--- config.mk ---
export PLATFORM = sky130hd
export DESIGN_NAME = eqc_top
export DESIGN_NICKNAME = d
export VERILOG_FILES = /design/src/pkg/eqc_pkg.sv /design/src/core/eqc_top.sv
export SDC_FILE = /design/constraint.sdc
export NUM_CORES = 1
export LEC_CHECK = 0
export BUFFER_PORTS_ARGS = -buffer_cell sky130_fd_sc_hd__buf_2
export CORE_UTILIZATION = 30
export DETAILED_ROUTE_END_ITERATION = 6
export PLACE_DENSITY_LB_ADDON = 0.2
export SYNTH_ARGS = -nofsm -noshare
export SYNTH_HDL_FRONTEND = slang
export SYNTH_SLANG_ARGS = --single-unit
--- constraint.sdc ---
create_clock -name clk_sys_i -period 6.8 [get_ports clk_sys_i]
set_clock_uncertainty 0.05 [all_clocks]
set_input_delay 0.68 -clock clk_sys_i [delete_from_list [all_inputs] [get_ports clk_sys_i]]
set_output_delay 0.68 -clock clk_sys_i [all_outputs]
set_load 0.05 [all_outputs]
--- src/pkg/eqc_pkg.sv ---
// shared constants, types and decode helpers of the equalizer configuration block
package eqc_pkg;
    // register offsets
    localparam logic [7:0] ADDR_MUTE = 8'h03;
    localparam logic [7:0] ADDR_CLI = 8'h25;
    localparam logic [7:0] ADDR_AMP0 = 8'h30;
    localparam logic [7:0] ADDR_DEM0 = 8'h31;
    localparam logic [7:0] ADDR_AMP1 = 8'h32;
    localparam logic [7:0] ADDR_DEM1 = 8'h33;
    localparam logic [7:0] ADDR_PATH = 8'h10;
    // writable bits of each register, the rest reads as zero
    localparam logic [7:0] MASK_MUTE = 8'h3F;
    localparam logic [7:0] MASK_AMP = 8'h27;
    localparam logic [7:0] MASK_DEM = 8'h47;
    localparam logic [7:0] MASK_PATH = 8'h1F;
    // field positions
    localparam int AMP_OVR_BIT = 5;
    localparam int DEM_OVR_BIT = 6;
    localparam int PATH_ROUTE_OVR = 0;
    localparam int PATH_ROUTE_BOTH = 1;
    localparam int PATH_FUNC_OVR = 2;
    localparam int PATH_FUNC_BYP = 3;
    localparam int PATH_SPLIT = 4;
    // reset values
    localparam logic [7:0] RST_MUTE = 8'h3F;
    localparam logic [7:0] RST_DRV = 8'h00;
    localparam logic [7:0] RST_PATH = 8'h00;
    // counts and limits
    localparam logic [5:0] CLI_MAX = 6'h37;
    localparam logic [6:0] SMB_ADDR_BASE = 7'h1D;
    localparam logic [4:0] SPI_FRAME_BITS = 5'h11;
    localparam logic [1:0] BOOT_CAPTURE = 2'h2;
    localparam logic [1:0] BOOT_DONE = 2'h3;
    localparam logic [3:0] SMB_ACK_BIT = 4'h8;
    localparam logic [3:0] SMB_END_BIT = 4'h9;

    typedef enum logic [1:0] {
        LVL_L = 2'h0,
        LVL_R = 2'h1,
        LVL_F = 2'h2,
        LVL_H = 2'h3
    } eqc_lvl_t;

    typedef enum logic [2:0] {
        SMB_IDLE = 3'h0,
        SMB_ADDR = 3'h1,
        SMB_REG = 3'h3,
        SMB_DATA = 3'h2,
        SMB_READ = 3'h6
    } eqc_smb_t;

    typedef struct packed {
        logic [2:0] amp;
        logic [2:0] deemphasis_level;
    } eqc_drv_t;

    // comparator thermometer at 0.2, 0.5 and 0.8 of supply to level
    function automatic eqc_lvl_t strap_lvl(input logic [2:0] t);
        case (t)
            3'h7: strap_lvl = LVL_H;
            3'h3: strap_lvl = LVL_F;
            3'h1: strap_lvl = LVL_R;
            default: strap_lvl = LVL_L;
        endcase
    endfunction

    // strap level to amplitude and de-emphasis code
    function automatic logic [2:0] lvl_code(input eqc_lvl_t l);
        case (l)
            LVL_H: lvl_code = 3'h0;
            LVL_F: lvl_code = 3'h2;
            LVL_R: lvl_code = 3'h3;
            default: lvl_code = 3'h5;
        endcase
    endfunction
endpackage

--- src/core/eqc_top.sv ---
// strap decode, override registers, spi and smbus register ports of the equalizer
//Function
//- Routing strap H drives both outputs, F drives only output zero, R and L are reserved.
//- Routing and function strap values are defaults that set override bits replace.
//- Function strap H bypasses the equalizer, F sends equalized data, overridable by register.
//- The drive level strap gives codes 0, 2, 3 and 5 for H, F, R and L to both outputs.
//- A per-output override bit replaces the strap code with that output's own field.
//- Amplitude and de-emphasis fields take any code up to 7.
//- The cable length estimate reads as six bits from 0 to 55.
//- Outputs mute when the cable length exceeds the six-bit mute threshold.
//- Splitter mode is enabled only through the serial register port.
//- The interface strap caught at power-up selects smbus, spi, or power save with spi.
//- Carrier indicator goes low after adaptation above threshold, high with eq off below.
//- Each four-level strap decodes to L, R, F or H from three comparators.
module eqc_top (
    // clock and reset
    input wire logic clk_sys_i,
    input wire logic rst_i,
    // four-level straps as comparator thermometers
    input wire logic [2:0] route_strap_i,
    input wire logic [2:0] func_strap_i,
    input wire logic [2:0] drive_level_strap_i,
    input wire logic [2:0] mode_strap_i,
    input wire logic [2:0] addr0_strap_i,
    input wire logic [2:0] addr1_strap_i,
    // analog status
    input wire logic [5:0] cable_length_indicator_i,
    input wire logic carrier_above_i,
    input wire logic adapt_done_i,
    // spi port
    input wire logic spi_sck_i,
    input wire logic spi_mosi_i,
    input wire logic spi_ss_n_i,
    output logic spi_miso_o,
    output logic spi_miso_oe_o,
    // smbus port, open drain
    input wire logic smb_scl_i,
    input wire logic smb_sda_i,
    output logic smb_sda_o,
    output logic smb_sda_oe_o,
    // datapath control
    output logic output_zero_en_o,
    output logic output_one_en_o,
    output logic eq_bypass_o,
    output eqc_pkg::eqc_drv_t output_zero_drv_o,
    output eqc_pkg::eqc_drv_t output_one_drv_o,
    output logic splitter_mode_o,
    output logic mute_o,
    output logic carrier_present_n_o,
    output logic eq_power_down_o,
    output logic power_save_o,
    output logic smbus_mode_o
);
    localparam int SYNC_W = 31;

    logic [SYNC_W-1:0] async_in, sync1_ff, sync2_ff;
    logic [3:0] prev_ff;
    logic [2:0] route_t, func_t, drv_t, mode_t, a0_t, a1_t;
    logic [5:0] cli_s;
    logic car_s, adp_s, sck_s, mosi_s, ss_n_s, scl_s, sda_s;
    eqc_pkg::eqc_lvl_t route_lvl, func_lvl, drv_lvl, mode_ff, nxt_mode;
    logic [1:0] boot_ff, nxt_boot;
    logic [6:0] saddr_ff, nxt_saddr;
    logic spi_en, smb_en, psave;
    logic [7:0] mute_ff, amp0_ff, dem0_ff, amp1_ff, dem1_ff, path_ff;
    logic [7:0] nxt_mute, nxt_amp0, nxt_dem0, nxt_amp1, nxt_dem1, nxt_path;
    logic [16:0] spi_sh_ff, nxt_spi_sh;
    logic [4:0] spi_cnt_ff, nxt_spi_cnt;
    logic miso_ff, nxt_miso, miso_oe_ff, nxt_miso_oe;
    logic spi_wr, smb_wr;
    logic [7:0] spi_wa, spi_wd, smb_wd;
    eqc_pkg::eqc_smb_t smb_st_ff, nxt_smb_st;
    logic [3:0] smb_cnt_ff, nxt_smb_cnt;
    logic [7:0] smb_sh_ff, nxt_smb_sh, smb_ptr_ff, nxt_smb_ptr;
    logic sda_oe_ff, nxt_sda_oe, smb_nack_ff, nxt_smb_nack;
    logic [5:0] cli_rd;
    logic output_zero_ff, output_one_ff, byp_ff, split_ff, mute_o_ff, cdn_ff, eqpd_ff, ps_ff, smbm_ff;
    eqc_pkg::eqc_drv_t drv0_ff, drv1_ff;
    logic nxt_output_zero, nxt_output_one, nxt_byp, nxt_cdn, nxt_eqpd, nxt_mute_o;
    eqc_pkg::eqc_drv_t nxt_drv0, nxt_drv1;

    // every pin input other than clock and reset passes two flops before use
    assign async_in = {route_strap_i, func_strap_i, drive_level_strap_i, mode_strap_i,
                       addr0_strap_i, addr1_strap_i, cable_length_indicator_i, carrier_above_i,
                       adapt_done_i, spi_sck_i, spi_mosi_i, spi_ss_n_i, smb_scl_i, smb_sda_i};
    assign {route_t, func_t, drv_t, mode_t, a0_t, a1_t, cli_s, car_s, adp_s, sck_s, mosi_s,
            ss_n_s, scl_s, sda_s} = sync2_ff;
    always_ff @(posedge clk_sys_i or posedge rst_i) begin
        if (rst_i) begin
            sync1_ff <= '0;
            sync2_ff <= '0;
            prev_ff <= 4'hF;
        end else begin
            sync1_ff <= async_in;
            sync2_ff <= sync1_ff;
            prev_ff <= {sck_s, ss_n_s, scl_s, sda_s};
        end
    end

    // strap decode, continuous for datapath straps
    assign route_lvl = eqc_pkg::strap_lvl(route_t);
    assign func_lvl = eqc_pkg::strap_lvl(func_t);
    assign drv_lvl = eqc_pkg::strap_lvl(drv_t);
    // estimate is clamped so a glitching front end never reads above the range
    assign cli_rd = (cli_s > eqc_pkg::CLI_MAX) ? eqc_pkg::CLI_MAX : cli_s;

    // read mux shared by both serial ports
    function automatic logic [7:0] rd_data(input logic [7:0] a);
        case (a)
            eqc_pkg::ADDR_MUTE: rd_data = mute_ff;
            eqc_pkg::ADDR_CLI: rd_data = {2'h0, cli_rd};
            eqc_pkg::ADDR_AMP0: rd_data = amp0_ff;
            eqc_pkg::ADDR_DEM0: rd_data = dem0_ff;
            eqc_pkg::ADDR_AMP1: rd_data = amp1_ff;
            eqc_pkg::ADDR_DEM1: rd_data = dem1_ff;
            eqc_pkg::ADDR_PATH: rd_data = path_ff;
            default: rd_data = 8'h00;
        endcase
    endfunction

    // mode strap caught once, after the synchroniser has settled past reset
    assign psave = (mode_ff == eqc_pkg::LVL_H);
    assign spi_en = (boot_ff == eqc_pkg::BOOT_DONE) &&
                    (mode_ff == eqc_pkg::LVL_F || psave);
    assign smb_en = (boot_ff == eqc_pkg::BOOT_DONE) && (mode_ff == eqc_pkg::LVL_L);
    always_comb begin
        nxt_boot = (boot_ff == eqc_pkg::BOOT_DONE) ? boot_ff : boot_ff + 2'h1;
        nxt_mode = mode_ff;
        nxt_saddr = saddr_ff;
        if (boot_ff == eqc_pkg::BOOT_CAPTURE) begin
            nxt_mode = eqc_pkg::strap_lvl(mode_t);
            nxt_saddr = eqc_pkg::SMB_ADDR_BASE +
                        7'({eqc_pkg::strap_lvl(a0_t), eqc_pkg::strap_lvl(a1_t)});
        end
    end
    always_ff @(posedge clk_sys_i or posedge rst_i) begin
        if (rst_i) begin
            boot_ff <= 2'h0;
            mode_ff <= eqc_pkg::LVL_R;
            saddr_ff <= 7'h00;
        end else begin
            boot_ff <= nxt_boot;
            mode_ff <= nxt_mode;
            saddr_ff <= nxt_saddr;
        end
    end

    // spi slave: 17-bit frame, previous frame shifts out while the new one shifts in;
    // sck is oversampled, so it must stay below a quarter of the system clock
    always_comb begin
        nxt_spi_sh = spi_sh_ff;
        nxt_spi_cnt = spi_cnt_ff;
        nxt_miso = miso_ff;
        nxt_miso_oe = spi_en && !ss_n_s;
        spi_wr = 1'b0;
        spi_wa = spi_sh_ff[15:8];
        spi_wd = spi_sh_ff[7:0];
        if (spi_en && !ss_n_s) begin
            if (prev_ff[2]) begin
                nxt_spi_cnt = 5'h00;
                nxt_miso = spi_sh_ff[16];
            end else if (sck_s && !prev_ff[3]) begin
                nxt_spi_sh = {spi_sh_ff[15:0], mosi_s};
                nxt_spi_cnt = (spi_cnt_ff == 5'h1F) ? spi_cnt_ff : spi_cnt_ff + 5'h01;
            end else if (!sck_s && prev_ff[3]) begin
                nxt_miso = spi_sh_ff[16];
            end
        end
        // command runs on the rising select edge, only for a whole frame
        if (spi_en && ss_n_s && !prev_ff[2] && spi_cnt_ff == eqc_pkg::SPI_FRAME_BITS) begin
            if (!spi_sh_ff[16]) begin
                spi_wr = 1'b1;
            end else begin
                nxt_spi_sh = {spi_sh_ff[16:8], rd_data(spi_sh_ff[15:8])};
            end
        end
    end
    always_ff @(posedge clk_sys_i or posedge rst_i) begin
        if (rst_i) begin
            spi_sh_ff <= '0;
            spi_cnt_ff <= 5'h00;
            miso_ff <= 1'b0;
            miso_oe_ff <= 1'b0;
        end else begin
            spi_sh_ff <= nxt_spi_sh;
            spi_cnt_ff <= nxt_spi_cnt;
            miso_ff <= nxt_miso;
            miso_oe_ff <= nxt_miso_oe;
        end
    end

    // smbus slave: address, register pointer, then write data or read data
    always_comb begin
        nxt_smb_st = smb_st_ff;
        nxt_smb_cnt = smb_cnt_ff;
        nxt_smb_sh = smb_sh_ff;
        nxt_smb_ptr = smb_ptr_ff;
        nxt_sda_oe = sda_oe_ff;
        nxt_smb_nack = smb_nack_ff;
        smb_wr = 1'b0;
        smb_wd = smb_sh_ff;
        if (!smb_en) begin
            nxt_smb_st = eqc_pkg::SMB_IDLE;
            nxt_sda_oe = 1'b0;
        end else if (scl_s && prev_ff[1] && prev_ff[0] && !sda_s) begin
            nxt_smb_st = eqc_pkg::SMB_ADDR; // start or repeated start
            nxt_smb_cnt = 4'h0;
            nxt_sda_oe = 1'b0;
        end else if (scl_s && prev_ff[1] && !prev_ff[0] && sda_s) begin
            nxt_smb_st = eqc_pkg::SMB_IDLE; // stop
            nxt_sda_oe = 1'b0;
        end else if (smb_st_ff != eqc_pkg::SMB_IDLE && scl_s && !prev_ff[1]) begin
            if (smb_cnt_ff < eqc_pkg::SMB_ACK_BIT) begin
                nxt_smb_sh = {smb_sh_ff[6:0], sda_s};
            end else begin
                nxt_smb_nack = sda_s;
            end
            nxt_smb_cnt = smb_cnt_ff + 4'h1;
        end else if (smb_st_ff != eqc_pkg::SMB_IDLE && !scl_s && prev_ff[1]) begin
            if (smb_cnt_ff == eqc_pkg::SMB_ACK_BIT) begin
                // acknowledge slot begins
                nxt_sda_oe = (smb_st_ff != eqc_pkg::SMB_READ);
                if (smb_st_ff == eqc_pkg::SMB_ADDR && smb_sh_ff[7:1] != saddr_ff) begin
                    nxt_smb_st = eqc_pkg::SMB_IDLE;
                    nxt_sda_oe = 1'b0;
                end
                if (smb_st_ff == eqc_pkg::SMB_REG) begin
                    nxt_smb_ptr = smb_sh_ff;
                end
                smb_wr = (smb_st_ff == eqc_pkg::SMB_DATA);
            end else if (smb_cnt_ff == eqc_pkg::SMB_END_BIT) begin
                nxt_smb_cnt = 4'h0;
                nxt_sda_oe = 1'b0;
                case (smb_st_ff)
                    eqc_pkg::SMB_ADDR: nxt_smb_st = smb_sh_ff[0] ? eqc_pkg::SMB_READ
                                                                   : eqc_pkg::SMB_REG;
                    eqc_pkg::SMB_REG: nxt_smb_st = eqc_pkg::SMB_DATA;
                    eqc_pkg::SMB_DATA: nxt_smb_st = eqc_pkg::SMB_DATA;
                    eqc_pkg::SMB_READ: nxt_smb_st = smb_nack_ff ? eqc_pkg::SMB_IDLE
                                                                : eqc_pkg::SMB_READ;
                    default: nxt_smb_st = eqc_pkg::SMB_IDLE;
                endcase
                if (nxt_smb_st == eqc_pkg::SMB_READ) begin
                    nxt_smb_sh = rd_data(smb_ptr_ff);
                    nxt_sda_oe = !nxt_smb_sh[7];
                end
            end else if (smb_st_ff == eqc_pkg::SMB_READ) begin
                nxt_sda_oe = !smb_sh_ff[7];
            end
        end
    end
    always_ff @(posedge clk_sys_i or posedge rst_i) begin
        if (rst_i) begin
            smb_st_ff <= eqc_pkg::SMB_IDLE;
            smb_cnt_ff <= 4'h0;
            smb_sh_ff <= 8'h00;
            smb_ptr_ff <= 8'h00;
            sda_oe_ff <= 1'b0;
            smb_nack_ff <= 1'b0;
        end else begin
            smb_st_ff <= nxt_smb_st;
            smb_cnt_ff <= nxt_smb_cnt;
            smb_sh_ff <= nxt_smb_sh;
            smb_ptr_ff <= nxt_smb_ptr;
            sda_oe_ff <= nxt_sda_oe;
            smb_nack_ff <= nxt_smb_nack;
        end
    end

    // register file, only one port is live for a given mode
    always_comb begin
        logic [7:0] wa, wd;
        wa = spi_wr ? spi_wa : smb_ptr_ff;
        wd = spi_wr ? spi_wd : smb_wd;
        nxt_mute = mute_ff;
        nxt_amp0 = amp0_ff;
        nxt_dem0 = dem0_ff;
        nxt_amp1 = amp1_ff;
        nxt_dem1 = dem1_ff;
        nxt_path = path_ff;
        if (spi_wr || smb_wr) begin
            case (wa)
                eqc_pkg::ADDR_MUTE: nxt_mute = wd & eqc_pkg::MASK_MUTE;
                eqc_pkg::ADDR_AMP0: nxt_amp0 = wd & eqc_pkg::MASK_AMP;
                eqc_pkg::ADDR_DEM0: nxt_dem0 = wd & eqc_pkg::MASK_DEM;
                eqc_pkg::ADDR_AMP1: nxt_amp1 = wd & eqc_pkg::MASK_AMP;
                eqc_pkg::ADDR_DEM1: nxt_dem1 = wd & eqc_pkg::MASK_DEM;
                eqc_pkg::ADDR_PATH: nxt_path = wd & eqc_pkg::MASK_PATH;
                default: nxt_path = path_ff; // read-only or unmapped
            endcase
        end
    end
    always_ff @(posedge clk_sys_i or posedge rst_i) begin
        if (rst_i) begin
            mute_ff <= eqc_pkg::RST_MUTE;
            amp0_ff <= eqc_pkg::RST_DRV;
            dem0_ff <= eqc_pkg::RST_DRV;
            amp1_ff <= eqc_pkg::RST_DRV;
            dem1_ff <= eqc_pkg::RST_DRV;
            path_ff <= eqc_pkg::RST_PATH;
        end else begin
            mute_ff <= nxt_mute;
            amp0_ff <= nxt_amp0;
            dem0_ff <= nxt_dem0;
            amp1_ff <= nxt_amp1;
            dem1_ff <= nxt_dem1;
            path_ff <= nxt_path;
        end
    end

    // datapath control; reserved strap levels fall back to the single-output, eq path
    always_comb begin
        logic both;
        logic [2:0] code;
        code = eqc_pkg::lvl_code(drv_lvl);
        both = path_ff[eqc_pkg::PATH_ROUTE_OVR] ? path_ff[eqc_pkg::PATH_ROUTE_BOTH]
                                                : (route_lvl == eqc_pkg::LVL_H);
        nxt_output_zero = !psave;
        nxt_output_one = both && !psave;
        nxt_byp = path_ff[eqc_pkg::PATH_FUNC_OVR] ? path_ff[eqc_pkg::PATH_FUNC_BYP]
                                                  : (func_lvl == eqc_pkg::LVL_H);
        nxt_drv0.amp = amp0_ff[eqc_pkg::AMP_OVR_BIT] ? amp0_ff[2:0] : code;
        nxt_drv0.deemphasis_level = dem0_ff[eqc_pkg::DEM_OVR_BIT] ? dem0_ff[2:0] : code;
        nxt_drv1.amp = amp1_ff[eqc_pkg::AMP_OVR_BIT] ? amp1_ff[2:0] : code;
        nxt_drv1.deemphasis_level = dem1_ff[eqc_pkg::DEM_OVR_BIT] ? dem1_ff[2:0] : code;
        nxt_mute_o = cli_rd > mute_ff[5:0];
        nxt_cdn = !(car_s && adp_s) || psave;
        nxt_eqpd = !car_s || psave;
    end
    always_ff @(posedge clk_sys_i or posedge rst_i) begin
        if (rst_i) begin
            output_zero_ff <= 1'b0;
            output_one_ff <= 1'b0;
            byp_ff <= 1'b0;
            drv0_ff <= '0;
            drv1_ff <= '0;
            split_ff <= 1'b0;
            mute_o_ff <= 1'b1;
            cdn_ff <= 1'b1;
            eqpd_ff <= 1'b1;
            ps_ff <= 1'b0;
            smbm_ff <= 1'b0;
        end else begin
            output_zero_ff <= nxt_output_zero;
            output_one_ff <= nxt_output_one;
            byp_ff <= nxt_byp;
            drv0_ff <= nxt_drv0;
            drv1_ff <= nxt_drv1;
            split_ff <= path_ff[eqc_pkg::PATH_SPLIT];
            mute_o_ff <= nxt_mute_o;
            cdn_ff <= nxt_cdn;
            eqpd_ff <= nxt_eqpd;
            ps_ff <= psave;
            smbm_ff <= smb_en;
        end
    end

    assign spi_miso_o = miso_ff;
    assign spi_miso_oe_o = miso_oe_ff;
    assign smb_sda_o = 1'b0;
    assign smb_sda_oe_o = sda_oe_ff;
    assign output_zero_en_o = output_zero_ff;
    assign output_one_en_o = output_one_ff;
    assign eq_bypass_o = byp_ff;
    assign output_zero_drv_o = drv0_ff;
    assign output_one_drv_o = drv1_ff;
    assign splitter_mode_o = split_ff;
    assign mute_o = mute_o_ff;
    assign carrier_present_n_o = cdn_ff;
    assign eq_power_down_o = eqpd_ff;
    assign power_save_o = ps_ff;
    assign smbus_mode_o = smbm_ff;

    // checks on the control outputs
    property p_route_both;
        @(posedge clk_sys_i) disable iff (rst_i)
        !path_ff[0] && route_lvl == eqc_pkg::LVL_F |=> !output_one_en_o;
    endproperty
    a_route_both: assert property (p_route_both) else $error("output one not disabled");
    property p_route_ovr;
        @(posedge clk_sys_i) disable iff (rst_i)
        path_ff[0] && path_ff[1] && !psave |=> output_one_en_o && output_zero_en_o;
    endproperty
    a_route_ovr: assert property (p_route_ovr) else $error("route override ignored");
    property p_bypass;
        @(posedge clk_sys_i) disable iff (rst_i)
        !path_ff[2] && func_lvl == eqc_pkg::LVL_H |=> eq_bypass_o;
    endproperty
    a_bypass: assert property (p_bypass) else $error("bypass strap not followed");
    property p_strap_l;
        @(posedge clk_sys_i) disable iff (rst_i)
        !amp0_ff[5] && drv_lvl == eqc_pkg::LVL_L |=> output_zero_drv_o.amp == 3'h5;
    endproperty
    a_strap_l: assert property (p_strap_l) else $error("strap code L not 5");
    property p_amp_ovr;
        @(posedge clk_sys_i) disable iff (rst_i)
        amp1_ff[5] |=> output_one_drv_o.amp == $past(amp1_ff[2:0]);
    endproperty
    a_amp_ovr: assert property (p_amp_ovr) else $error("amplitude override ignored");
    property p_dem_strap;
        @(posedge clk_sys_i) disable iff (rst_i)
        !dem0_ff[6] |=> output_zero_drv_o.deemphasis_level == eqc_pkg::lvl_code($past(drv_lvl));
    endproperty
    a_dem_strap: assert property (p_dem_strap) else $error("field used without override");
    property p_mute;
        @(posedge clk_sys_i) disable iff (rst_i)
        cli_rd > mute_ff[5:0] ##1 cli_rd > mute_ff[5:0] |-> mute_o;
    endproperty
    a_mute: assert property (p_mute) else $error("long cable not muted");
    property p_carrier;
        @(posedge clk_sys_i) disable iff (rst_i)
        !car_s |=> carrier_present_n_o && eq_power_down_o;
    endproperty
    a_carrier: assert property (p_carrier) else $error("carrier loss not flagged");
    property p_smb_off;
        @(posedge clk_sys_i) disable iff (rst_i)
        !smb_en |=> !smb_sda_oe_o;
    endproperty
    a_smb_off: assert property (p_smb_off) else $error("smbus drives outside its mode");
    property p_split;
        @(posedge clk_sys_i) disable iff (rst_i)
        $rose(path_ff[4]) |-> ##1 splitter_mode_o;
    endproperty
    a_split: assert property (p_split) else $error("splitter bit not applied");
endmodule // eqc_top

==> results.md, run 1 <==
- The final layout contains 725 nets.
- The mux cell area share after synthesis is 0.129.
- Of the total synthesized cell area, the portion taken by AND, OR, NAND and NOR gates is 0.136.
- The maximum operating frequency is 0.357 GHz.
- The worst-case IR drop observed on VDD is 0.151 mV.
- The number of different library cells used by synthesis comes to 71.
- Counting flops with a built-in enable in the synthesized netlist gives 0.
- The CTS root buffer is clkbuf_16.
- The detail route stage leaves a number of antenna-violating nets equal to 0.
- The total count of hold-check failures in the final report is 0.
- Final hold analysis gives a worst-case slack of 0.297 ns.
- Power spread over the standard cell area amounts to 273 mW/mm^2.
- The number of hold-repair buffers added at the cts stage is 0.
- The horizontal extent of the die is 162 microns.
- The source-to-sink clock delay at the later pin of the worst-skew pair is 0.43 ns.
- Summed over all nets, wire length on met3 after detailed routing comes to 877 microns.
- For the worst setup path, the data arrival time is 3.06 ns.
- The run finished with clean final reports.
- The cell area after synthesis is 0.00764 sq mm.
- The area growth from synthesis to layout is 16.7%.
- TritonCTS built the clock tree.
- The number of violations reported at the end of detailed-routing iteration 0 is 485.
- STA classifies the critical path endpoint as a flop.
- After detailed routing, the average wire length per cell comes to 17.8 microns.
- The repair_antennas step left the layout with diodes totalling 0.
- The final design utilization is 0.355.
- The placed instances occupy a cell area of 0.00829 sq mm.
- The headroom to the max-slew limit is 0.337.
- The total of buffers placed on input and output ports is 56.
- Counting every instance in the synthesized netlist gives 618.
- The final-report max-slew violation count is 0.
- Of the total synthesized cell area, the portion taken by XOR and XNOR cells is 0.0160.
- The register area share after synthesis is 0.569.
- After filler insertion, the fill cell instance count of the layout stands at 2503.
- The H-tree depth is 4.
- The placed wire-length estimate is 12.8 mm.
- Setup repair after global routing left no endpoint under its margin.
- The startpoint kind of the worst setup timing path is a flop.
- STA puts the critical path data required time at 7.06 ns.
- The time the final worst path needs with I/O delays and setup is 2.80 ns.
- The pre-antenna-repair detailed-routing pass consisted of 7 iterations.
- The combined global-route utilization of all metal layers is 0.148.
- The via count of the first global-routing pass came to 5320.
- The total of cells resized after clock tree synthesis is 0.
- After synthesis, the mean cell area works out to 12.4 sq um.
- The post-CTS setup repair buffer count is 0.
- In the synthesized netlist the async set-or-reset flop fraction comes to 1.00.
- Summing all flip-flop and latch instances after layout gives 0.00435 sq mm.
- In this run, placement finished with an instance count of 988.
- For this run, the slowest stage of the critical path takes 0.52 ns.
- The final layout contains routed wiring with a total length of 18.1 mm.
- The total via count after detailed routing is 5210.
- The period utilization is 0.412.
- The fraction of the mapped netlist area in compound gates was 0.102.
- The number of clock sinks seen by CTS is 173.
- The slowest stage of the critical path is the or3b_1 cell.
- The worst hold path was traced through 0 stages.
- Setup total negative slack on the finished layout was measured at 0 ns.
- The critical path start-end classification is reg -> reg.
- Entering global routing, the biggest net connects 102 pins.
- Leaving out filler cells and counting taps, the final layout contains 1020.
- The vertical extent of the die is 162 microns.
- The worst-path maximum fanout is 6.
- The highest routing layer actually used is met5.
- Detailed routing placed a total of 8.62 mm of wire on met2.
- The dominant synthesized flop cell is dfrtp_1.
- The analysis attributes to cell leakage a power of 3.85 nW.
- The weighted congestion at the end of routability-driven global placement is 0.882.
- The clock transition at the registers of the reported paths is 0.07 ns.
- The flip-flop and latch count after synthesis is 173.
- The total nets after synthesis is 666.
- The number of antenna violations at the first check in global routing came to 1.
- The multi-input logic area is 0.00312 sq mm.
- With fillers left out, the area of the finished cells amounts to 0.00892 sq mm.
- In this run the core area contains 58 standard-cell rows.
- The number of remaining DRC errors is 0.
- At the pin with the least slew margin, the transition time is 0.987 ns.
- For the worst flop-to-flop path, the logic depth is 6.
- The detailed router put a total of 8.12 mm of wire on met1.
- The first global-routing pass estimated 29.8 mm of wire.
- The boundary pin count is 58.
- The average vias per placed instance is 5.11.
- Across the run, the number of max-cap violations was 0.
- Walking the worst path, the cells encountered are ha_1, or3b_1, nor4_4, a22oi_1, nor3_4, mux2_2.
- Summed over all layers, the global routing overflow is 0.
- For this configuration, the core starts out at a cell density of 0.304.
- After synthesis, the largest family of logic cells by area is simple AND/OR/NAND/NOR gates.
- The number of buffers between clock root and the deepest sink is 2.
- The path class of the tightest hold or removal check is reg -> reg.
- In this run the standard cell core region covers 0.0251 sq mm.
- The total clock buffers created by CTS is 17.
- The die covers 0.0261 sq mm.
- For this run, the number of Yosys warnings is 0.
- The fraction of the mapped netlist area in adder cells is 0.0246.
- Setup violations remaining at the end of the flow were counted as 0.
- The fraction of layout cells with a size suffix above 1 is 0.293.
==> Yosys cell counts (all sizes together), types with 3 or more instances <==
cell / number / share of area
ha: 15 / 0.025
nand3b: 4 / 0.0039
dfstp: 14 / 0.048
nor2b: 8 / 0.0066
nand2b: 7 / 0.0057
a22o: 6 / 0.0069
mux2i: 11 / 0.014
nor2: 29 / 0.015
clkbuf: 18 / 0.0088
nand2: 30 / 0.015
a31o: 4 / 0.0046
mux2: 78 / 0.11
a222oi: 4 / 0.0052
xnor2: 9 / 0.010
and3: 5 / 0.0041
a32o: 3 / 0.0039
inv: 24 / 0.012
nor4bb: 7 / 0.0092
a211oi: 4 / 0.0039
o22ai: 9 / 0.010
nand4b: 4 / 0.0046
a311oi: 3 / 0.0034
and2: 5 / 0.0041
nand3: 23 / 0.015
xor2: 5 / 0.0057
o21ai: 22 / 0.015
a21oi: 17 / 0.012
and3b: 3 / 0.0034
dfrtp: 159 / 0.52
a22oi: 9 / 0.0088
nand4: 11 / 0.0090
nor3: 11 / 0.011
o22a: 4 / 0.0046
a31oi: 3 / 0.0025
nor3b: 9 / 0.0088
nor4: 5 / 0.0061
o211ai: 6 / 0.0059
==> flip-flops by register name, summed over array words and instances, names as in the netlist, 5 cells and up <==
register           flops
smb_sh_ff              8
spi_cnt_ff             5
mute_ff                6
saddr_ff               6
output_zero_drv_o      6
path_ff                5
spi_sh_ff             17
sync2_ff              31
sync1_ff              31
output_one_drv_o       6
smb_ptr_ff             8
==> power by group <==
group / switching, W / internal [W]
registers: 0.0000646 / 0.00109
clock network: 0.000426 / 0.000609
logic: 0.000151 / 0.0000930
total: 0.000642 / 0.00179
==> cell usage in the layout, fill, tap and decap left out, types with 5 or more instances in the layout <==
master,instances
a21oi_1,16
a22o_1,6
a22oi_1,9
and2_1,5
and3_1,5
buf_2,56
clkbuf_16,17
dfrtp_1,159
dfstp_2,14
ha_1,15
inv_1,23
inv_6,5
mux2_2,78
mux2i_1,11
nand2_1,30
nand2b_1,7
nand3_1,23
nand4_1,11
nor2_1,28
nor2b_1,8
nor3_1,8
nor3b_1,9
nor4bb_1,7
o211ai_1,6
o21ai_0,19
o22ai_1,7
xnor2_1,9
xor2_1,5
==> layout make-up <==
type,instances,share of cell area
clock inverters,12,0.0194
clock buffers,20,0.0512
multi-input cells,401,0.350
inverters,24,0.0107
flip-flops and latches,173,0.487
well taps,330,0.0463
repair buffers,60,0.0348
==> routing by layer <==
layer  global-route usage  up-vias
met5                    0        -
met4               0.0622        2
met3               0.0303       42
met2                0.234      153
met1                0.196     2609
li1                     -     2404
==> through the flow <==
step | total power (W) | setup WS [ns]
detailed placement | 0.00142 | 3.99
global route | 0.00255 | 3.79
CTS | 0.00247 | 3.97
floorplan | 0.00133 | 1.40
global placement | 0.00142 | 4.11
finish | 0.00244 | 4.00
==> worst max-delay path: cells and delay by family, from the launching register on <==
family,cells,cell delay (ns)
simple gates,3,1.32
flops,1,0.39
mux,1,0.38
fa+ha+maj,1,0.27
compound gates,1,0.26
==> cells by family after synthesis <==
family                   count (synthesis)
flip-flops                             173
other                                    1
adder cells (fa/ha/maj)                 15
buffers and inverters                   44
XOR/XNOR                                14
AO/OA/AOI/OAI                          108
multiplexers                            89
AND/OR/NAND/NOR                        174
==> worst paths after layout <==
kind,from,endpoint,slack (ns)
max in group asynchronous,rst_i,amp1_ff[2],4.86
hold / removal,sync1_ff[10],sync2_ff[10],0.30
setup / recovery,boot_ff[0],path_ff[3],4.00
min in group asynchronous,rst_i,sync1_ff[20],0.38
setup reg to reg,boot_ff[0],path_ff[3],4.00
hold reg to reg,sync1_ff[10],sync2_ff[10],0.30
Power figures use the tool's default switching activity.
==> inputs of run 2 (changes only) <==
clock period = 2.4 ns   (was 6.8 ns; I/O delays follow)
==> results.md, run 2 (synthesis gave the netlist of run 1 again) <==
- The H-tree depth was 4 (unchanged).
- The endpoint required time on the critical path came to 2.66 ns (-4.40 ns).
- The first-pass GRT wire length is 31.2 mm (+4.7%).
- The fraction of layout cells with a size suffix above 1 came to 0.336 (+0.0436).
- The per-cell routed wire length was 17.5 microns (-1.4%).
- The power per cell area is 701 mW/mm^2 (+160%).
- The vertical extent of the die is 162 microns (unchanged).
- The total detailed-routing wirelength is 19.3 mm (+6.4%).
- The transition time at the pin with the least slew margin is 0.581 ns (-0.405 ns).
- The count of inserted antenna diode cells came to 0 (unchanged).
- Setup repair after global routing could not meet its margin everywhere.
- The period utilization is 0.988 (+0.576).
- The clock transition at the registers of the reported paths is 0.07 ns (about the same).
- The total clock buffers created by CTS is 17 (unchanged).
- The leakage power is 4.23 nW (+9.7%).
- The CTS tree is yes.
- The source-to-sink clock delay at the later pin of the worst-skew pair is 0.43 ns (about the same).
- The final-report max-slew violation count is 0 (unchanged).
- In this run the critical register-to-register path is launched from smb_cnt_ff[2].
- The total negative slack is 0 ns (unchanged).
- The total of buffers placed on input and output ports was 56 (unchanged).
- The critical path is of the reg -> reg type.
- The net count of the finished layout was 806 (+11%).
- The number of clock sinks seen by CTS came to 173 (unchanged).
- The maximum operating frequency came to 0.422 GHz (+18%).
- The headroom to the max-slew limit came to 0.607 (+0.270).
- The area growth from synthesis to final layout is 26.9%.
- The largest registers in the layout are sync1_ff: 31 flops, sync2_ff: 31 flops, spi_sh_ff: 17 flops.
- The die outline area is 0.0261 sq mm (unchanged).
- The arrival time of the worst setup path is 2.63 ns (-0.43 ns).
- The combined global-route utilization of all metal layers is 0.156 (+0.00814).
- In this run the worst hold path is classified as reg -> reg.
- The time the final worst path needs with I/O delays and setup is 2.37 ns (-0.432 ns).
- The number of remaining DRC errors is 0 (unchanged).
- The boundary pin count is 58 (unchanged).
- Leaving out fill and tap cells, the most frequent cells in the layout are dfrtp_1 (159), mux2_2 (73), buf_2 (56).
- The number of max-cap violations is 0 (unchanged).
- The maximum number of pins on one net before global-route repair is 45 (-56%).
- The total count of hold-check failures in the final report is 0 (unchanged).
- The final design instance area without fill is 0.00969 sq mm (+8.7%).
- The via count of the first global-routing pass is 5610 (+5.5%).
- The startpoint kind of the worst setup timing path is a flop.
- The horizontal extent of the die came to 162 microns (unchanged).
- The remaining global-route overflow is 0 (unchanged).
- The setup slack of the worst register-to-register path is 0.03 ns (-3.97 ns).
- The count of nets left with antenna violations after detail routing is 0 (unchanged).
- The worst hold path startpoint is sync1_ff[8].
- The core area is 0.0251 sq mm (unchanged).
- The placed cell area is 0.00869 sq mm (+4.9%).
- The number of filler cells placed in the layout is 2469 (-1.4%).
- The weighted congestion at the end of routability-driven global placement is 0.905 (+2.7%).
- The total via count after detailed routing is 5482 (+5.2%).
- The CTS root buffer is clkbuf_16.
- The number of antenna violations at the first check in global routing is 0 (-1).
- The worst-case vdd ir drop is 0.363 mV (+140%).
- The average vias per placed instance is 4.98 (-2.4%).
- The number of buffers between clock root and the deepest sink came to 2 (unchanged).
- The worst-path maximum fanout is 5 (-1).
- The count of final setup violators is 0 (unchanged).
- The number of iterations in the first detailed-routing pass is 6 (-1).
- The standard-cell row count came to 58 (unchanged).
- STA classifies the critical path endpoint as a flop.
- The flow ran to the end, and the final reports show no timing, DRC or antenna violations.
- In this run the critical register-to-register path is captured at path_ff[1].
- The number of violations reported at the end of detailed-routing iteration 0 came to 428 (-12%).
- The placed wire-length estimate is 14.1 mm (+9.8%).
- The number of cells on the worst reg-to-reg path is 7 (+1).
- Leaving out fill and tap cells, the most frequent cell in the layout is dfrtp_1.
- The hold path depth is 0 (unchanged).
- The starting density of the core is 0.304 (unchanged).
- The end of the worst hold path is sync2_ff[8].
- The post-layout total power was 0.00679 W (+180%).
==> run 2: changes by cell type in the layout (fill, tap and decap cells not counted), sizes merged <==
cell / before / now
dlygate4sd3: 0 / 32
clkinvlp: 1 / 4
bufinv: 3 / 1
clkinv: 2 / 3
inv: 30 / 27
buf: 60 / 109
==> run 2: final cells by class <==
| cell class | count | area (sq um) | share of cell area |
|---|---|---|---|
| Tap cell | 330 | 413 | 0.0426 |
| Sequential cell | 173 | 4350 | 0.448 |
| Clock buffer | 20 | 457 | 0.0471 |
| Timing Repair Buffer | 141 | 1070 | 0.111 |
| Multi-Input combinational cell | 401 | 3200 | 0.330 |
| Inverter | 24 | 93.8 | 0.00968 |
| Clock inverter | 11 | 109 | 0.0112 |
==> run 2: power breakdown <==
part | internal (W) | switching [W]
sequential | 0.00309 | 0.000143
clock | 0.00149 | 0.00116
combinational | 0.000392 | 0.000508
total | 0.00498 | 0.00181
==> run 2: routing by layer <==
| layer | up-vias | part of all wire | GRT usage |
|---|---|---|---|
| met5 | - | 0 | 0 |
| met4 | 0 | 0.020 | 0.0639 |
| met3 | 25 | 0.042 | 0.0252 |
| met2 | 142 | 0.48 | 0.249 |
| met1 | 2759 | 0.45 | 0.210 |
| li1 | 2556 | - | - |
==> run 2: stage by stage <==
step | setup slack (ns) | utilization | cells | hold WS, ns
6_report | 0.0280 | 0.386 | 1100 | 0.298
5_1_grt | -0.0596 | 0.386 | 1100 | 0.306
4_1_cts | 0.00611 | 0.382 | 1097 | 0.296
3_5_place_dp | -0.0703 | 0.346 | 1033 | 0.285
3_3_place_gp | -0.00186 | 0.346 | 1033 | 0.282
2_1_floorplan | -0.0892 | - | 618 | 0.221
==> run 2: worst max-delay path by stage <==
stage | start | endpoint | slack, ns | depth (start not counted)
floorplan | rst_i | amp0_ff[0] | -0.09 | 1
finish | smb_cnt_ff[2] | path_ff[1] | 0.03 | 7
CTS | smb_cnt_ff[1] | path_ff[4] | 0.006 | 8
detailed placement | boot_ff[0] | dem1_ff[6] | -0.07 | 6
global placement | boot_ff[0] | dem1_ff[6] | -0.002 | 6
global route | boot_ff[0] | path_ff[1] | -0.06 | 9
==> run 2: worst max-delay path, stage by stage, from the launching register on <==
cell and delay (ns):
dfrtp_1 0.39, or4bb_4 0.55, nor4_4 0.25, buf_4 0.17
a22oi_2 0.12, nor3_4 0.26, buf_12 0.15, mux2_4 0.29
==> run 2: timing repair <==
item | CTS | global route
pin swaps | 1 | 6
hold buffers | 32 | 0
hold endpoints to repair | 49 | 0
gates resized for setup | 2 | 12
endpoints found under the setup margin | 26 | 33
buffers inserted | 1 | 3
==> inputs of run 3 (changes only) <==
CORE_ASPECT_RATIO = 0.6   (was default)
==> results.md, run 3 (synthesis gave the netlist of run 1 again) <==
- The headroom to the max-slew limit was 0.585 (-0.0227).
- The count of nets left with antenna violations after detail routing came to 0 (unchanged).
- The sequential cell area came to 0.00435 sq mm (unchanged).
- The combined global-route utilization of all metal layers is 0.164 (+0.00799).
- The final-report max-slew violation count came to 0 (unchanged).
- The number of remaining DRC errors is 0 (unchanged).
- The fraction of layout cells with a size suffix above 1 was 0.333 (-0.00303).
- The worst-path maximum fanout came to 4 (-1).
- The net count of the finished layout is 803 (-0.37%).
- The post-layout worst setup margin was -0.0596 ns (-0.0876 ns).
- The H-tree depth is 4 (unchanged).
- The number of buffers between clock root and the deepest sink is 2 (unchanged).
- The starting density of the core is 0.311 (+0.00619).
- The horizontal extent of the die is 208 microns (+29%).
- The post-layout total power was 0.00712 W (+4.9%).
- The total of buffers placed on input and output ports is 56 (unchanged).
- The maximum number of pins on one net before global-route repair was 73 (+62%).
- The total detailed-routing wirelength is 20.5 mm (+6.2%).
- The maximum operating frequency is 0.407 GHz (-3.6%).
- The area growth from synthesis to final layout is 27.7%.
- The setup slack of the worst register-to-register path is -0.06 ns (-0.09 ns).
- The multi-input logic area is 0.00325 sq mm (+1.6%).
- The run finished, with violations left.
- The total clock buffers created by CTS is 17 (unchanged).
- The first-pass GRT wire length is 32.3 mm (+3.5%).
- The standard-cell row count is 44 (-24%).
- The endpoint required time on the critical path is 2.68 ns (+0.02 ns).
- The count of final setup violators is 4 (+4).
- The top cell types in the final layout, fill and taps aside, are dfrtp_1 (159), mux2_2 (66), buf_2 (56).
- The time the final worst path needs with I/O delays and setup is 2.46 ns (+0.0876 ns).
- The number of placed cells counting well taps is 1020 (-1.3%).
- The source-to-sink clock delay at the later pin of the worst-skew pair is 0.44 ns (about the same).
- STA classifies the critical path endpoint as a flop.
- The placed wire-length estimate is 15.0 mm (+6.9%).
- The vertical extent of the die is 126 microns (-22%).
- The final non-filler cell total was 1090 (-0.91%).
- The total negative slack is -0.225 ns (-0.225 ns).
- The min-delay analysis places its worst path in the category in -> async.
- The clock transition at the registers of the reported paths came to 0.07 ns (about the same).
- The total via count after detailed routing is 5523 (+0.75%).
- The via count of the first global-routing pass is 5593 (-0.30%).
- The number of filler cells placed in the layout is 2335 (-5.4%).
- The number of max-cap violations came to 0 (unchanged).
- TritonCTS built the clock tree.
- The number of violations reported at the end of detailed-routing iteration 0 came to 441 (+3.0%).
- The CTS root buffer is clkbuf_16.
- The number of iterations in the first detailed-routing pass is 7 (+1).
- The die outline area is 0.0261 sq mm (about the same).
- The period utilization came to 1.02 (+0.0365).
- The largest registers in the layout are sync1_ff: 31 flops, sync2_ff: 31 flops, spi_sh_ff: 17 flops.
- The worst-case vdd ir drop was 0.425 mV (+17%).
- The arrival time of the worst setup path is 2.74 ns (+0.11 ns).
- The leakage power is 4.25 nW (+0.58%).
- The power per cell area is 730 mW/mm^2 (+4.2%).
- Setup repair after global routing could not meet its margin everywhere.
- The average vias per placed instance is 5.07 (+1.7%).
- The number of clock sinks seen by CTS is 173 (unchanged).
- The worst setup path is of the reg -> reg kind.
- The boundary pin count was 58 (unchanged).
- The checks that failed: setup timing.
- The total count of hold-check failures in the final report was 0 (unchanged).
- The remaining global-route overflow is 0 (unchanged).
- The weighted congestion at the end of routability-driven global placement came to 0.923 (+2.0%).
- The final design utilization came to 0.396 (+0.0104).
- STA classifies the critical path startpoint as a flop.
- The count of inserted antenna diode cells came to 0 (unchanged).
- The per-cell routed wire length came to 18.8 microns (+7.1%).
- The transition time at the pin with the least slew margin is 0.622 ns (+0.0413 ns).
- The core area is 0.0246 sq mm (-2.0%).
- The number of antenna violations at the first check in global routing came to 1 (+1).
- Leaving out fill and tap cells, the most frequent cell in the layout is dfrtp_1.
==> run 3: changes by cell type in the layout (fill, tap and decap cells not counted), sizes merged <==
cell	before	now
inv	27	30
clkinvlp	4	3
bufinv	1	3
clkinv	3	2
buf	109	106
clkbuf	20	18
==> run 3: stage by stage <==
stage,hold slack (ns),worst slack [ns],area (sq um)
2_1_floorplan,0.221,-0.0892,7650
3_3_place_gp,0.0936,-0.0741,8620
6_report,0.191,-0.0596,9760
5_1_grt,0.167,-0.148,9760
4_1_cts,0.170,-0.0425,9620
3_5_place_dp,0.102,-0.150,8620
==> run 3: final cells by class <==
type	instances	area share
clock buffers	18	0.0450
clock inverters	14	0.0204
inverters	24	0.00962
multi-input cells	401	0.333
flip-flops and latches	173	0.446
well taps	322	0.0413
repair buffers	138	0.105
==> run 3: what timing repair did <==
item                                    CTS  global route
resized for setup                         4            20
pin swaps                                 4             7
endpoints found under the setup margin   27            27
buffers inserted                          4             2
hold buffers                             32             0
hold endpoints to repair                147             0
==> run 3: metal layers <==
layer,up-vias,global-route usage,wire length [microns]
li1,2557,-,-
met1,2753,0.252,10600
met2,182,0.208,7770
met3,29,0.0653,1820
met4,2,0.0410,261
met5,-,0,13
==> run 3: critical path, stage by stage (launching register included) <==
cell and delay [ns]:
dfrtp_1 0.39, or4_4 0.56, nor4_4 0.27, buf_4 0.18, a22oi_2 0.10, buf_4 0.18, nor3_4 0.25, mux2_2 0.37
==> run 3: worst paths after layout <==
kind,to,start,cells past startpoint
min in group clk_sys_i,sync2_ff[15],sync1_ff[15],0
max in group asynchronous,saddr_ff[3],rst_i,4
setup / recovery,dem1_ff[1],smb_ptr_ff[3],7
hold reg to reg,sync2_ff[15],sync1_ff[15],0
hold / removal,sync2_ff[4],rst_i,3
setup reg to reg,dem1_ff[1],smb_ptr_ff[3],7
==> run 3: where the power goes <==
| group | internal [W] | leakage, nW | total (W) | switching, W |
|---|---|---|---|---|
| logic | 0.000391 | 1.81 | 0.000932 | 0.000541 |
| registers | 0.00309 | 2.14 | 0.00322 | 0.000133 |
| clock network | 0.00171 | 0.307 | 0.00297 | 0.00126 |
